==> src/logic/gdrm_pkg.sv <==
// Package for the gate driver register bank: offsets, field positions,
// reset values and the carrier struct for the asynchronous fault inputs.
// Assumes a 15-bit register word and a 7-bit register address.
package gdrm_pkg;

    // ************************************************************
    // Register offsets
    // ************************************************************
    localparam logic [6:0] ADDR_PRIM_ANALOG  = 7'h00;
    localparam logic [6:0] ADDR_PRIM_DIGITAL = 7'h01;
    localparam logic [6:0] ADDR_DUTY_ONE     = 7'h08;
    localparam logic [6:0] ADDR_DUTY_TWO     = 7'h09;
    localparam logic [6:0] ADDR_PRIM_ID      = 7'h3F;
    localparam logic [6:0] ADDR_SEC_ANALOG   = 7'h40;
    localparam logic [6:0] ADDR_SEC_DIGITAL  = 7'h41;
    localparam logic [6:0] ADDR_CONTROL      = 7'h42;
    localparam logic [6:0] ADDR_GAIN_TRIM    = 7'h50;
    localparam logic [6:0] ADDR_OFFSET_TRIM  = 7'h51;
    localparam logic [6:0] ADDR_LOCKOUT_DIS  = 7'h52;
    localparam logic [6:0] ADDR_CFG_ONE      = 7'h53;
    localparam logic [6:0] ADDR_CFG_TWO      = 7'h54;
    localparam logic [6:0] ADDR_SLEW_CFG     = 7'h55;
    localparam logic [6:0] ADDR_SEC_ID       = 7'h7F;

    // ************************************************************
    // Field layout and reset values
    // ************************************************************
    localparam logic [1:0]  PRIM_ANALOG_MASK  = 2'h3;
    localparam logic [7:0]  PRIM_DIGITAL_MASK = 8'hCF;
    localparam logic [7:0]  CONTROL_MASK      = 8'hC7;
    localparam logic [6:0]  CFG_TWO_MASK      = 7'h7F;
    localparam logic [1:0]  SLEW_MASK         = 2'h3;
    localparam int          CTRL_PIN_CHECK    = 7;
    localparam int          CTRL_ECC_OVERRIDE = 6;
    localparam int          CTRL_PROGRAM      = 2;
    localparam logic [1:0]  CTRL_WRITE_OPEN   = 2'h3;
    localparam int          CFG1_ASC_PRIO     = 6;
    localparam int          CFG1_BIST_OBSERVE = 5;
    localparam int          CFG1_GSR_OFF      = 4;
    localparam int          CFG1_FILTER_OFF   = 3;
    localparam int          CFG1_BIAS_OFF     = 0;
    localparam int          CFG2_CRC_ROUTE    = 6;
    localparam int          DIG_CRC_BIT       = 1;
    localparam logic [14:0] REG_RESET         = 15'h0000;
    localparam logic [6:0]  CFG_TWO_RESET     = 7'h00;

    // Fault and drive inputs that arrive from the analog side
    typedef struct packed {
        logic       prim_ok;
        logic       sec_ok;
        logic [1:0] prim_analog;
        logic [7:0] prim_digital;
        logic [7:0] sec_analog;
        logic [7:0] sec_digital;
        logic       desaturation_flag;
        logic       gate_sense;
        logic       active_short_circuit_request;
        logic       fault_off;
        logic       temp_comp;
        logic       desaturation_flag_bist;
        logic       drv_fault;
    } gdrm_async_t;

endpackage : gdrm_pkg

==> src/logic/gdrm_regbank.sv <==
// Register bank of the isolated gate driver, behind the serial deframer.
// Assumes the deframer presents single-cycle read and write strobes on
// I_CLK with a 7-bit address; fault and drive inputs are asynchronous.
//
// Functional notes
// - primary analog status: dead-time flag bit 1, thermal flag bit 0.
// - primary digital status: fuse flags 7:6, fault flags 3:0.
// - secondary analog status holds eight gate, desaturation_flag, thermal, rail flags.
// - secondary digital status: ECC, program, self-test, CRC, comm flags.
// - two read-only 12-bit duty readbacks, upper bits zero.
// - control: pin-check 7, ECC override 6, program 2, permission 1:0.
// - 8-bit gain trim and 8-bit offset trim registers.
// - 8-bit field disabling the negative-rail undervoltage lockout.
// - config one bit 6 lets short-circuit request override turn-off.
// - config one bit 5 shows desaturation_flag self-test result on fault output.
// - config one bit 4 disables gate-sense gating of desaturation_flag.
// - config one: filter off bit 3, threshold 2:1, bias off bit 0.
// - config two bit 6 routes CRC fault to fault output.
// - config two: blanking select 5:3, lockout threshold 2:0.
// - slew config: turn-on bit 1, turn-off bit 0.
// - read-only 8-bit primary and secondary die identifiers.
// - registers are 15 bits wide and reset to zero.
// - fault bits set on fault, cleared by writing one.
// - status of a side is lost when that side loses power.
// - trim and config writes need both permission bits; programming also needs program bit.

`timescale 1ns/10ps
`default_nettype none

module gdrm_regbank
    import gdrm_pkg::*;
#(
    parameter logic [7:0] PRIM_DIE_ID = 8'h5A, // Arbitrary value
    parameter logic [7:0] SEC_DIE_ID  = 8'hA5  // Arbitrary value
)(
    input  wire logic        I_CLK,           // 25 MHz clock
    input  wire logic        I_SRST,          // Synchronous reset, high
    input  wire logic        I_WR,            // Register write strobe
    input  wire logic        I_RD,            // Register read strobe
    input  wire logic [6:0]  I_ADDR,          // Register address
    input  wire logic [14:0] I_WDATA,         // Write data
    input  wire gdrm_async_t I_ASYNC,         // Asynchronous fault inputs
    input  wire logic [11:0] I_DUTY_ONE,      // Channel one duty measure
    input  wire logic [11:0] I_DUTY_TWO,      // Channel two duty measure
    output logic      [14:0] O_RDATA,         // Read data
    output logic             O_RVALID,        // Read data valid pulse
    output logic             O_NVM_PROGRAM,   // Nonvolatile program pulse
    output logic             O_DRIVER_FAULT,  // Driver fault, high active
    output logic             O_GATE_OFF,      // Gate turn-off request
    output logic             O_ASC_ACTIVE,    // Short circuit drive on
    output logic      [7:0]  O_GAIN_TRIM,     // Temp sense gain trim
    output logic      [7:0]  O_OFFSET_TRIM,   // Temp sense offset trim
    output logic      [7:0]  O_LOCKOUT_OFF,   // Negative rail lockout off
    output logic      [7:0]  O_CFG_ONE,       // Protection config one
    output logic      [6:0]  O_CFG_TWO,       // Protection config two
    output logic      [1:0]  O_SLEW,          // Turn-on, turn-off slew
    output logic      [7:0]  O_CONTROL        // Control bits
);

    // ************************************************************
    // Input synchroniser
    // ************************************************************
    gdrm_async_t sync1_reg;
    gdrm_async_t sync2_reg;

    always_ff @(posedge I_CLK)
    begin
        if (I_SRST)
        begin
            sync1_reg <= '0;
            sync2_reg <= '0;
        end
        else
        begin
            sync1_reg <= I_ASYNC;
            sync2_reg <= sync1_reg;
        end
    end

    // ************************************************************
    // Decode helpers
    // ************************************************************
    function automatic logic [7:0] clear_mask(input logic        we,
                                              input logic [6:0]  addr,
                                              input logic [6:0]  target,
                                              input logic [14:0] data);
        clear_mask = (we && addr == target) ? data[7:0] : 8'h00;
    endfunction : clear_mask

    function automatic logic [7:0] sticky(input logic [7:0] cur,
                                          input logic [7:0] set,
                                          input logic [7:0] clr);
        // Set beats clear so no event is lost in the clearing cycle
        sticky = (cur & ~clr) | set;
    endfunction : sticky

    // ************************************************************
    // Register state
    // ************************************************************
    logic [1:0]  pa_reg, pa_next;
    logic [7:0]  pd_reg, pd_next;
    logic [7:0]  sa_reg, sa_next;
    logic [7:0]  sd_reg, sd_next;
    logic [7:0]  ctrl_reg, ctrl_next;
    logic [7:0]  gain_reg, gain_next;
    logic [7:0]  offs_reg, offs_next;
    logic [7:0]  lock_reg, lock_next;
    logic [7:0]  cfg1_reg, cfg1_next;
    logic [6:0]  cfg2_reg, cfg2_next;
    logic [1:0]  slew_reg, slew_next;
    logic [14:0] rdata_reg, rdata_next;
    logic        rvalid_reg, rvalid_next;
    logic        prog_reg, prog_next;
    logic        dfault_reg, dfault_next;
    logic        goff_reg, goff_next;
    logic        asc_reg, asc_next;
    logic        wr_open;
    logic        desaturation_flag_q;

    always_comb
    begin
        // Control itself stays writable, otherwise permission could never open
        wr_open   = I_WR && (ctrl_reg[1:0] == CTRL_WRITE_OPEN);
        ctrl_next = ctrl_reg;
        gain_next = gain_reg;
        offs_next = offs_reg;
        lock_next = lock_reg;
        cfg1_next = cfg1_reg;
        cfg2_next = cfg2_reg;
        slew_next = slew_reg;
        if (I_WR && I_ADDR == ADDR_CONTROL)
            ctrl_next = I_WDATA[7:0] & CONTROL_MASK;
        if (wr_open)
        begin
            case (I_ADDR)
                ADDR_GAIN_TRIM:   gain_next = I_WDATA[7:0];
                ADDR_OFFSET_TRIM: offs_next = I_WDATA[7:0];
                ADDR_LOCKOUT_DIS: lock_next = I_WDATA[7:0];
                ADDR_CFG_ONE:     cfg1_next = I_WDATA[7:0];
                ADDR_CFG_TWO:     cfg2_next = I_WDATA[6:0] & CFG_TWO_MASK;
                ADDR_SLEW_CFG:    slew_next = I_WDATA[1:0] & SLEW_MASK;
                default:          ;
            endcase
        end
        // Program pulse only for an accepted write into the user area
        prog_next = wr_open && ctrl_reg[CTRL_PROGRAM]
                    && I_ADDR >= ADDR_GAIN_TRIM && I_ADDR <= ADDR_SLEW_CFG;

        pa_next = 2'(sticky({6'h00, pa_reg}, {6'h00, sync2_reg.prim_analog},
                         clear_mask(I_WR, I_ADDR, ADDR_PRIM_ANALOG, I_WDATA)))
                  & PRIM_ANALOG_MASK;
        pd_next = sticky(pd_reg, sync2_reg.prim_digital,
                         clear_mask(I_WR, I_ADDR, ADDR_PRIM_DIGITAL, I_WDATA))
                  & PRIM_DIGITAL_MASK;
        sa_next = sticky(sa_reg, sync2_reg.sec_analog,
                         clear_mask(I_WR, I_ADDR, ADDR_SEC_ANALOG, I_WDATA));
        sd_next = sticky(sd_reg, sync2_reg.sec_digital,
                         clear_mask(I_WR, I_ADDR, ADDR_SEC_DIGITAL, I_WDATA));
        // Losing a die supply wipes that side's flags
        if (!sync2_reg.prim_ok)
        begin
            pa_next = 2'h0;
            pd_next = 8'h00;
        end
        if (!sync2_reg.sec_ok)
        begin
            sa_next = 8'h00;
            sd_next = 8'h00;
        end

        rvalid_next = I_RD;
        rdata_next  = 15'h0000;
        if (I_RD)
        begin
            case (I_ADDR)
                ADDR_PRIM_ANALOG:  rdata_next = {13'h0000, pa_reg};
                ADDR_PRIM_DIGITAL: rdata_next = {7'h00, pd_reg};
                ADDR_DUTY_ONE:     rdata_next = {3'h0, I_DUTY_ONE};
                ADDR_DUTY_TWO:     rdata_next = {3'h0, I_DUTY_TWO};
                ADDR_PRIM_ID:      rdata_next = {7'h00, PRIM_DIE_ID};
                ADDR_SEC_ANALOG:   rdata_next = {7'h00, sa_reg};
                ADDR_SEC_DIGITAL:  rdata_next = {7'h00, sd_reg};
                ADDR_CONTROL:      rdata_next = {7'h00, ctrl_reg};
                ADDR_GAIN_TRIM:    rdata_next = {7'h00, gain_reg};
                ADDR_OFFSET_TRIM:  rdata_next = {7'h00, offs_reg};
                ADDR_LOCKOUT_DIS:  rdata_next = {7'h00, lock_reg};
                ADDR_CFG_ONE:      rdata_next = {7'h00, cfg1_reg};
                ADDR_CFG_TWO:      rdata_next = {8'h00, cfg2_reg};
                ADDR_SLEW_CFG:     rdata_next = {13'h0000, slew_reg};
                ADDR_SEC_ID:       rdata_next = {7'h00, SEC_DIE_ID};
                default:           rdata_next = 15'h0000;
            endcase
        end

        // Gate-sense gating masks desaturation_flag unless switched off
        desaturation_flag_q = sync2_reg.desaturation_flag
                  && (sync2_reg.gate_sense || cfg1_reg[CFG1_GSR_OFF]);
        asc_next = sync2_reg.active_short_circuit_request;
        // Short circuit request wins over fault turn-off when enabled
        goff_next = (sync2_reg.fault_off || desaturation_flag_q)
                    && !(cfg1_reg[CFG1_ASC_PRIO] && sync2_reg.active_short_circuit_request);
        dfault_next = sync2_reg.drv_fault
                      || (cfg1_reg[CFG1_BIST_OBSERVE] && sync2_reg.desaturation_flag_bist)
                      || (cfg2_reg[CFG2_CRC_ROUTE]
                          && (sync2_reg.prim_digital[DIG_CRC_BIT]
                              || sync2_reg.sec_digital[DIG_CRC_BIT]))
                      || (cfg1_reg[2:1] != 2'h0 && sync2_reg.temp_comp);
    end

    always_ff @(posedge I_CLK)
    begin
        if (I_SRST)
        begin
            pa_reg     <= REG_RESET[1:0];
            pd_reg     <= REG_RESET[7:0];
            sa_reg     <= REG_RESET[7:0];
            sd_reg     <= REG_RESET[7:0];
            ctrl_reg   <= REG_RESET[7:0];
            gain_reg   <= REG_RESET[7:0];
            offs_reg   <= REG_RESET[7:0];
            lock_reg   <= REG_RESET[7:0];
            cfg1_reg   <= REG_RESET[7:0];
            cfg2_reg   <= CFG_TWO_RESET;
            slew_reg   <= REG_RESET[1:0];
            rdata_reg  <= REG_RESET;
            rvalid_reg <= 1'b0;
            prog_reg   <= 1'b0;
            dfault_reg <= 1'b0;
            goff_reg   <= 1'b0;
            asc_reg    <= 1'b0;
        end
        else
        begin
            pa_reg     <= pa_next;
            pd_reg     <= pd_next;
            sa_reg     <= sa_next;
            sd_reg     <= sd_next;
            ctrl_reg   <= ctrl_next;
            gain_reg   <= gain_next;
            offs_reg   <= offs_next;
            lock_reg   <= lock_next;
            cfg1_reg   <= cfg1_next;
            cfg2_reg   <= cfg2_next;
            slew_reg   <= slew_next;
            rdata_reg  <= rdata_next;
            rvalid_reg <= rvalid_next;
            prog_reg   <= prog_next;
            dfault_reg <= dfault_next;
            goff_reg   <= goff_next;
            asc_reg    <= asc_next;
        end
    end

    assign O_RDATA        = rdata_reg;
    assign O_RVALID       = rvalid_reg;
    assign O_NVM_PROGRAM  = prog_reg;
    assign O_DRIVER_FAULT = dfault_reg;
    assign O_GATE_OFF     = goff_reg;
    assign O_ASC_ACTIVE   = asc_reg;
    assign O_GAIN_TRIM    = gain_reg;
    assign O_OFFSET_TRIM  = offs_reg;
    assign O_LOCKOUT_OFF  = lock_reg;
    assign O_CFG_ONE      = cfg1_reg;
    assign O_CFG_TWO      = cfg2_reg;
    assign O_SLEW         = slew_reg;
    assign O_CONTROL      = ctrl_reg;
endmodule : gdrm_regbank

`default_nettype wire

==> config.mk <==
export PLATFORM = sky130hd
export DESIGN_NAME = gdrm_regbank
export DESIGN_NICKNAME = d
export VERILOG_FILES = /design/src/logic/gdrm_pkg.sv /design/src/logic/gdrm_regbank.sv
export SDC_FILE = /design/constraint.sdc
export NUM_CORES = 1
export LEC_CHECK = 0
export BUFFER_PORTS_ARGS = -buffer_cell sky130_fd_sc_hd__buf_2
export CORE_UTILIZATION = 43
export DETAILED_ROUTE_END_ITERATION = 10
export PLACE_DENSITY = 0.72
export REMOVE_ABC_BUFFERS = 1
export SLEW_MARGIN = 20
export SYNTH_ARGS = -nofsm -noshare
export SYNTH_HDL_FRONTEND = slang
export SYNTH_SLANG_ARGS = --single-unit
==> constraint.sdc <==
create_clock -name I_CLK -period 1.9 [get_ports I_CLK]
set_input_delay 0 -clock I_CLK [delete_from_list [all_inputs] [get_ports I_CLK]]
set_output_delay 0 -clock I_CLK [all_outputs]
set_load 0.01 [all_outputs]
==> flow_summary.rst, run 1 <==
.. list-table::
   :header-rows: 1

   * - Metric
     - Value
   * - Async set-reset flop share out of synthesis
     - 0%
   * - Router iterations before antenna repair
     - 5
   * - Number of vias after detailed routing
     - 4959
   * - CTS Sinks
     - 153
   * - Placed cell areas
     - 6750 µm²
   * - Boundary pin count
     - 154
   * - Worst-path clk slew
     - 0.06 ns
   * - Count of final max-slew check failures
     - 0
   * - Highest Clock Rate
     - 585 MHz
   * - Final Net Count
     - 879
   * - CTS tree
     - yes
   * - Dpl hpwl
     - 11100 µm
   * - Gate Count Post-Synth
     - 593
   * - Total area of multi-input combinational cells
     - 2520 µm²
   * - Chip Width
     - 118 µm
   * - Final routed wire length divided by cell count
     - 16.1 µm
   * - Total Die Area
     - 13900 µm²
   * - Prevailing post-synth register cell
     - sky130_fd_sc_hd__dfxtp_1
   * - DIE HEIGHT
     - 118 µm
   * - Register area
     - 3060 µm²
   * - Total power density per cell area
     - 898 nW/µm²
   * - Post-CTS Resized
     - 0
   * - Outcome
     - finished clean
   * - Netlist area before placement
     - 5790 µm²
   * - Post-synthesis cell type count
     - 48
   * - Critical path class
     - primary input to flip-flop
   * - Max FFs per register
     - 33
   * - Number of buffers added by the clock tree synthesis step
     - 17
   * - Effective utilization at floorplan
     - 43.9%
   * - Seq cells post-synth
     - 153
   * - Leading cell type by number of instances after synthesis
     - sky130_fd_sc_hd__dfxtp_1
   * - Worst relative slew slack
     - 57.2%
   * - Maximum fanout along the worst path
     - 13
   * - Post-layout instance area
     - 7890 µm²
   * - Cell Count Post-Placement
     - 896
   * - GRT Residual Overflow
     - 0
   * - Fillers
     - 1161
   * - Remaining antenna violation count
     - 0
   * - H-tree depth
     - 4
   * - Endpoint required time on the critical path
     - 2.17 ns
   * - Final hold violations
     - 0
   * - Critical path capture point type
     - flip-flop
   * - Layout Utilization
     - 59.8%
   * - GR Util All Layers
     - 23.7%
   * - Count of maximum capacitance violations
     - 0
   * - Actual slew at the worst max-slew pin
     - 0.642 ns
   * - Via count of the first global-routing pass
     - 4724
   * - Final Non-Filler Cells
     - 981
   * - Sequential element share of the synthesized area
     - 52.9%
   * - Final weighted congestion in routability-driven placement
     - 0.874
   * - Worst Clk Skew
     - 0.0116 ns
   * - Root buffer selected by CTS
     - sky130_fd_sc_hd__clkbuf_16
   * - Area added between synthesis and finish
     - 36.2%
   * - Final setup fails
     - 0
   * - Share of the cycle needed by the critical path after routing
     - 89.9%
   * - Skew-Pair Late Insertion Delay
     - 0.42 ns
   * - RSZ-0062 raised after global routing
     - no
   * - First-pass GRT wire length
     - 25100 µm
   * - Top cell type's share of synthesized area
     - 52.9%
   * - # port buffers
     - 138
   * - Worst vdd rail ir drop
     - 0.000590 V
   * - Row cnt
     - 42
   * - 1st-iter DRT viols
     - 361
   * - Pin count of the biggest net entering global routing
     - 77
   * - Mean Syn Cell Area
     - 9.76 µm²
   * - Final WL
     - 15800 µm
   * - Highest-delay cell along the critical path
     - sky130_fd_sc_hd__dlygate4sd3_1
   * - Number of buffers between clock root and the deepest sink
     - 2
   * - Number of antenna diodes
     - 0
   * - Final sum of negative setup slack
     - 0 ns
   * - Static leakage
     - 3.39 nW
   * - Type of the worst min-delay path
     - primary input to flip-flop
   * - Launching element type of the critical path
     - primary input
   * - Final Critical Period
     - 1.71 ns
   * - Via count normalized by instance count
     - 5.06
   * - Commonest cells post-synth
     - 153 x sky130_fd_sc_hd__dfxtp_1, 86 x sky130_fd_sc_hd__nor2_1, 71 x sky130_fd_sc_hd__nor2b_1
   * - Number of antenna violations at the first check in global routing
     - 0
   * - EDFF count, synth
     - 0
   * - Endpoint arrival time on the critical path
     - 1.98 ns
   * - Maximum single-stage delay on the critical path
     - 0.52 ns
   * - Cell breakdown of the critical path
     - dlygate4sd3_1 -> buf_2 -> nor3b_1 -> buf_4 -> and3_1 -> nand2_1 -> a21oi_1 -> nor2_1
   * - Share of final-layout standard cells stronger than drive strength 1
     - 26.0%
   * - Yosys warning total
     - 0
   * - # DRC
     - 0
   * - Ranking of synthesized cells by area
     - sky130_fd_sc_hd__dfxtp_1 53%, sky130_fd_sc_hd__mux2i_1 12%, sky130_fd_sc_hd__nor2b_1 7.7%
   * - Core Area
     - 13200 µm²
   * - Top cell type by total area after synthesis
     - sky130_fd_sc_hd__dfxtp_1
cells in the final DEF, fill, tap and decap left out, drive strengths merged, types with 5 or more instances in the layout:
cell / netlist / layout
buf: 20 / 168
dfxtp: 153 / 153
nor2: 86 / 86
nor2b: 71 / 71
mux2i: 69 / 69
dlygate4sd3: 0 / 55
nand2: 38 / 38
a21oi: 33 / 33
clkbuf: 26 / 18
o21ai: 13 / 13
nor3: 13 / 13
nand3: 7 / 7
a22oi: 6 / 6
conb: 1 / 6
a31oi: 5 / 5
clkinv: 0 / 5
power breakdown:
group          internal (mW)  switching, mW
registers               3.28         0.0178
logic                  0.233          0.229
clock network           1.97           1.35
total                   5.49           1.59
per-layer routing:
| layer | global-route usage, % | vias up | share of wire (%) |
|---|---|---|---|
| met5 | 0 | - | 0 |
| li1 | - | 2409 | - |
| met4 | 9.94 | 0 | 2.1 |
| met1 | 29.5 | 2329 | 43 |
| met3 | 6.30 | 22 | 6.8 |
| met2 | 38.6 | 199 | 48 |
worst max-delay path: cells and delay by family:
| family | cells | cell delay [ns] |
|---|---|---|
| buffers and inverters | 3 | 0.95 |
| and+or+nand+nor | 4 | 0.85 |
| AOI/OAI and AO/OA | 1 | 0.18 |
layout make-up:
class                   count  share of cell area [%]
clock buffers              18                    5.57
clock inverters            12                    1.86
inverters                   2                  0.0952
multi-input cells         397                    31.9
flip-flops and latches    153                    38.8
well taps                 176                    2.79
repair buffers            223                    18.9
timing repair:
action                    in CTS  in global routing
hold endpoints to repair      99                  0
hold buffers                  55                  0
buffers inserted               0                  0
per-stage QoR:
stage / hold WS [ns] / setup slack (ns) / total power [mW]
final: 0.0519 / 0.192 / 7.08
after global placement: 0.208 / 0.221 / 3.73
after detailed placement: 0.213 / 0.210 / 3.74
after floorplan: 0.0694 / 0.286 / 3.49
after global routing: 0.0610 / 0.0816 / 7.33
after CTS: 0.0311 / 0.227 / 7.12
cells by family (layout without fill, tap and decap cells):
family / after synthesis / in the layout / synth area share, %
flops: 153 / 153 / 52.9
compound gates: 75 / 75 / 7.91
buf+inv: 48 / 255 / 3.96
simple gates: 243 / 243 / 21.7
other cells: 1 / 6 / 0.0648
mux: 73 / 73 / 13.5
path summary, 6_finish.rpt:
| path | start | to | slack (ns) | cells after the start |
|---|---|---|---|---|
| setup / recovery | I_ADDR[6] | sa_reg[0] | 0.19 | 8 |
| hold / removal | I_WDATA[0] | pd_reg[0] | 0.05 | 4 |
| setup reg to reg | O_CONTROL[0] | O_LOCKOUT_OFF[5] | 0.32 | 6 |
| hold reg to reg | sync1_reg[18] | sync2_reg[18] | 0.43 | 1 |
No activity file was read; power rests on OpenSTA's default activity.
==> run 2: changes to the inputs <==
CORE_ASPECT_RATIO = 1.1   (was default)
GPL_TIMING_DRIVEN = 0   (was default)
PLACE_DENSITY = default   (was 0.72)
PLACE_DENSITY_LB_ADDON = 0.12   (was default)
==> flow_summary.rst, run 2 (synthesis gave the netlist of run 1 again) <==
.. list-table::
   :header-rows: 1

   * - Metric
     - Value
   * - Row cnt
     - 44 (was 42)
   * - Hold Crit Start
     - I_WDATA[3] (was I_WDATA[0])
   * - First-pass GRT wire length
     - 23100 µm (was 25100 µm)
   * - Remaining antenna violation count
     - 0 (unchanged)
   * - # DRC
     - 0 (unchanged)
   * - Static leakage
     - 3.28 nW (was 3.39 nW)
   * - Critical path class
     - flip-flop to flip-flop (was primary input to flip-flop)
   * - Launching element of the worst setup path
     - O_CONTROL[0] (was I_ADDR[6])
   * - Final weighted congestion in routability-driven placement
     - 0.845 (was 0.874)
   * - Effective utilization at floorplan
     - 44.0% (was 43.9%)
   * - Final hold violations
     - 0 (unchanged)
   * - Endpoint required time on the critical path
     - 2.16 ns (was 2.17 ns)
   * - Root buffer selected by CTS
     - sky130_fd_sc_hd__clkbuf_16 (unchanged)
   * - GR Util All Layers
     - 22.1% (was 23.7%)
   * - CTS Sinks
     - 153 (unchanged)
   * - Final Critical Period
     - 1.77 ns (was 1.71 ns)
   * - Worst vdd rail ir drop
     - 0.000580 V (was 0.000590 V)
   * - Pin count of the biggest net entering global routing
     - 73 (was 77)
   * - Final WL
     - 15000 µm (was 15800 µm)
   * - Actual slew at the worst max-slew pin
     - 0.977 ns (was 0.642 ns)
   * - Skew-Pair Late Insertion Delay
     - 0.41 ns (was 0.42 ns)
   * - H-tree depth
     - 4 (unchanged)
   * - Tightest hold margin
     - 0.00995 ns (was 0.0519 ns)
   * - Highest-delay cell along the critical path
     - sky130_fd_sc_hd__dfxtp_1 (was sky130_fd_sc_hd__dlygate4sd3_1)
   * - Critical path capture point type
     - flip-flop (unchanged)
   * - CTS tree
     - yes (unchanged)
   * - Count of final max-slew check failures
     - 0 (unchanged)
   * - Total power density per cell area
     - 925 nW/µm² (was 898 nW/µm²)
   * - Chip Width
     - 113 µm (was 118 µm)
   * - DIE HEIGHT
     - 124 µm (was 118 µm)
   * - 1st-iter DRT viols
     - 225 (was 361)
   * - Maximum single-stage delay on the critical path
     - 0.45 ns (was 0.52 ns)
   * - GRT Residual Overflow
     - 0 (unchanged)
   * - Number of vias after detailed routing
     - 4717 (was 4959)
   * - Highest Clock Rate
     - 566 MHz (was 585 MHz)
   * - Worst setup slack after placement
     - -0.616 ns (was 0.210 ns)
   * - Share of final-layout standard cells stronger than drive strength 1
     - 24.5% (was 26.0%)
   * - Worst reg2reg startpoint
     - O_CONTROL[0] (unchanged)
   * - Final worst-path setup slack
     - 0.132 ns (was 0.192 ns)
   * - Cell breakdown of the critical path
     - nand3_1 -> nor2_2 -> nand3_4 -> mux2i_1 -> nor2_1 (was dlygate4sd3_1 -> buf_2 -> nor3b_1 -> buf_4 -> and3_1 -> nand2_1 -> a21oi_1 -> nor2_1)
   * - Dpl hpwl
     - 10300 µm (was 11100 µm)
   * - Final Net Count
     - 848 (was 879)
   * - Most frequent cells in the layout
     - 153 x sky130_fd_sc_hd__dfxtp_1, 135 x sky130_fd_sc_hd__buf_2, 85 x sky130_fd_sc_hd__nor2_1 (was 153 x sky130_fd_sc_hd__dfxtp_1, 137 x sky130_fd_sc_hd__buf_2, 86 x sky130_fd_sc_hd__nor2_1)
   * - Boundary pin count
     - 154 (unchanged)
   * - Worst Clk Skew
     - 0.00943 ns (was 0.0116 ns)
   * - Number of buffers added by the clock tree synthesis step
     - 17 (unchanged)
   * - # port buffers
     - 138 (unchanged)
   * - Type of the worst min-delay path
     - primary input to flip-flop (unchanged)
   * - Number of buffers between clock root and the deepest sink
     - 2 (unchanged)
   * - Core Area
     - 13200 µm² (about the same)
   * - Total Die Area
     - 13900 µm² (about the same)
   * - Maximum fanout along the worst path
     - 8 (was 13)
   * - Max FFs per register
     - 33 (unchanged)
   * - Final routed wire length divided by cell count
     - 16.0 µm (was 16.1 µm)
   * - Most common cell after layout, fill and taps aside
     - sky130_fd_sc_hd__dfxtp_1 (unchanged)
   * - Launching element type of the critical path
     - flip-flop (was primary input)
   * - Number of antenna diodes
     - 0 (unchanged)
   * - Share of the cycle needed by the critical path after routing
     - 93.1% (was 89.9%)
   * - RSZ-0062 raised after global routing
     - no (unchanged)
   * - Endpoint arrival time on the critical path
     - 2.03 ns (was 1.98 ns)
   * - Worst relative slew slack
     - 34.3% (was 57.2%)
   * - Via count normalized by instance count
     - 5.03 (was 5.06)
   * - Final setup fails
     - 0 (unchanged)
   * - Number of antenna violations at the first check in global routing
     - 0 (unchanged)
   * - Area added between synthesis and finish
     - 32.7% (was 36.2%)
   * - Worst-path clk slew
     - 0.06 ns (about the same)
   * - Router iterations before antenna repair
     - 4 (was 5)
   * - Via count of the first global-routing pass
     - 4417 (was 4724)
   * - Outcome
     - finished clean (unchanged)
   * - Count of maximum capacitance violations
     - 0 (unchanged)
[run 2: cell count changes in the layout (fill, tap and decap cells not counted), sizes merged]
| cell | before | now |
|---|---|---|
| buf | 168 | 143 |
| clkbuf | 18 | 21 |
| clkinv | 5 | 7 |
| clkinvlp | 3 | 0 |
| dlygate4sd3 | 55 | 48 |
| inv | 4 | 5 |
[run 2: cell type report]
cell class	count	area, µm²
inverters	2	7.51
fillers	1158	5480
well taps	161	201
flip-flops and latches	153	3060
clock inverters	12	139
clock buffers	20	467
multi-input cells	397	2540
repair buffers	192	1260
[run 2: power by group]
group	leakage (nW)	internal, mW	switching, mW	total (mW)
Clock	0.303	2.06	1.32	3.38
Sequential	1.25	3.28	0.0171	3.30
Combinational	1.73	0.211	0.221	0.432
[run 2: worst paths after layout]
path	end	slack, ns	cells past startpoint
worst max register to register	O_LOCKOUT_OFF[7]	0.13	5
worst min-delay path	pd_reg[3]	0.01	4
worst min register to register	sync2_reg[7]	0.43	1
worst max-delay path	O_LOCKOUT_OFF[7]	0.13	5
[run 2: critical path: cells and delay by family, from the launching register on]
kind | cells | cell delay (ns)
multiplexers | 1 | 0.25
flip-flops | 1 | 0.45
AND/OR/NAND/NOR | 4 | 0.93
[run 2: metal layers]
layer  vias up  track usage [%]  routed length, µm
met5         -                0                  0
met4         0             8.58                313
met3        18             5.40                855
met2       138             37.9               7150
met1      2219             26.8               6690
li1       2342                -                  -
[run 2: stage by stage]
stage	util, %	std cells	TNS [ns]	power [mW]	instance area (µm²)
finish	58.4	937	0	7.11	7680
global route	58.4	937	0	7.36	7680
CTS	57.9	933	0	7.16	7610
detailed placement	49.5	853	-25.96	3.72	6510
global placement	49.2	851	-43.16	3.71	6480
floorplan	-	552	0	3.49	5590
[run 2: what timing repair did]
item	4_1_cts	5_1_grt
setup endpoints to repair	42	35
hold buffers	48	0
setup buffers	0	4
hold endpoints to repair	61	0
resized for setup	3	3
pin swaps	0	3
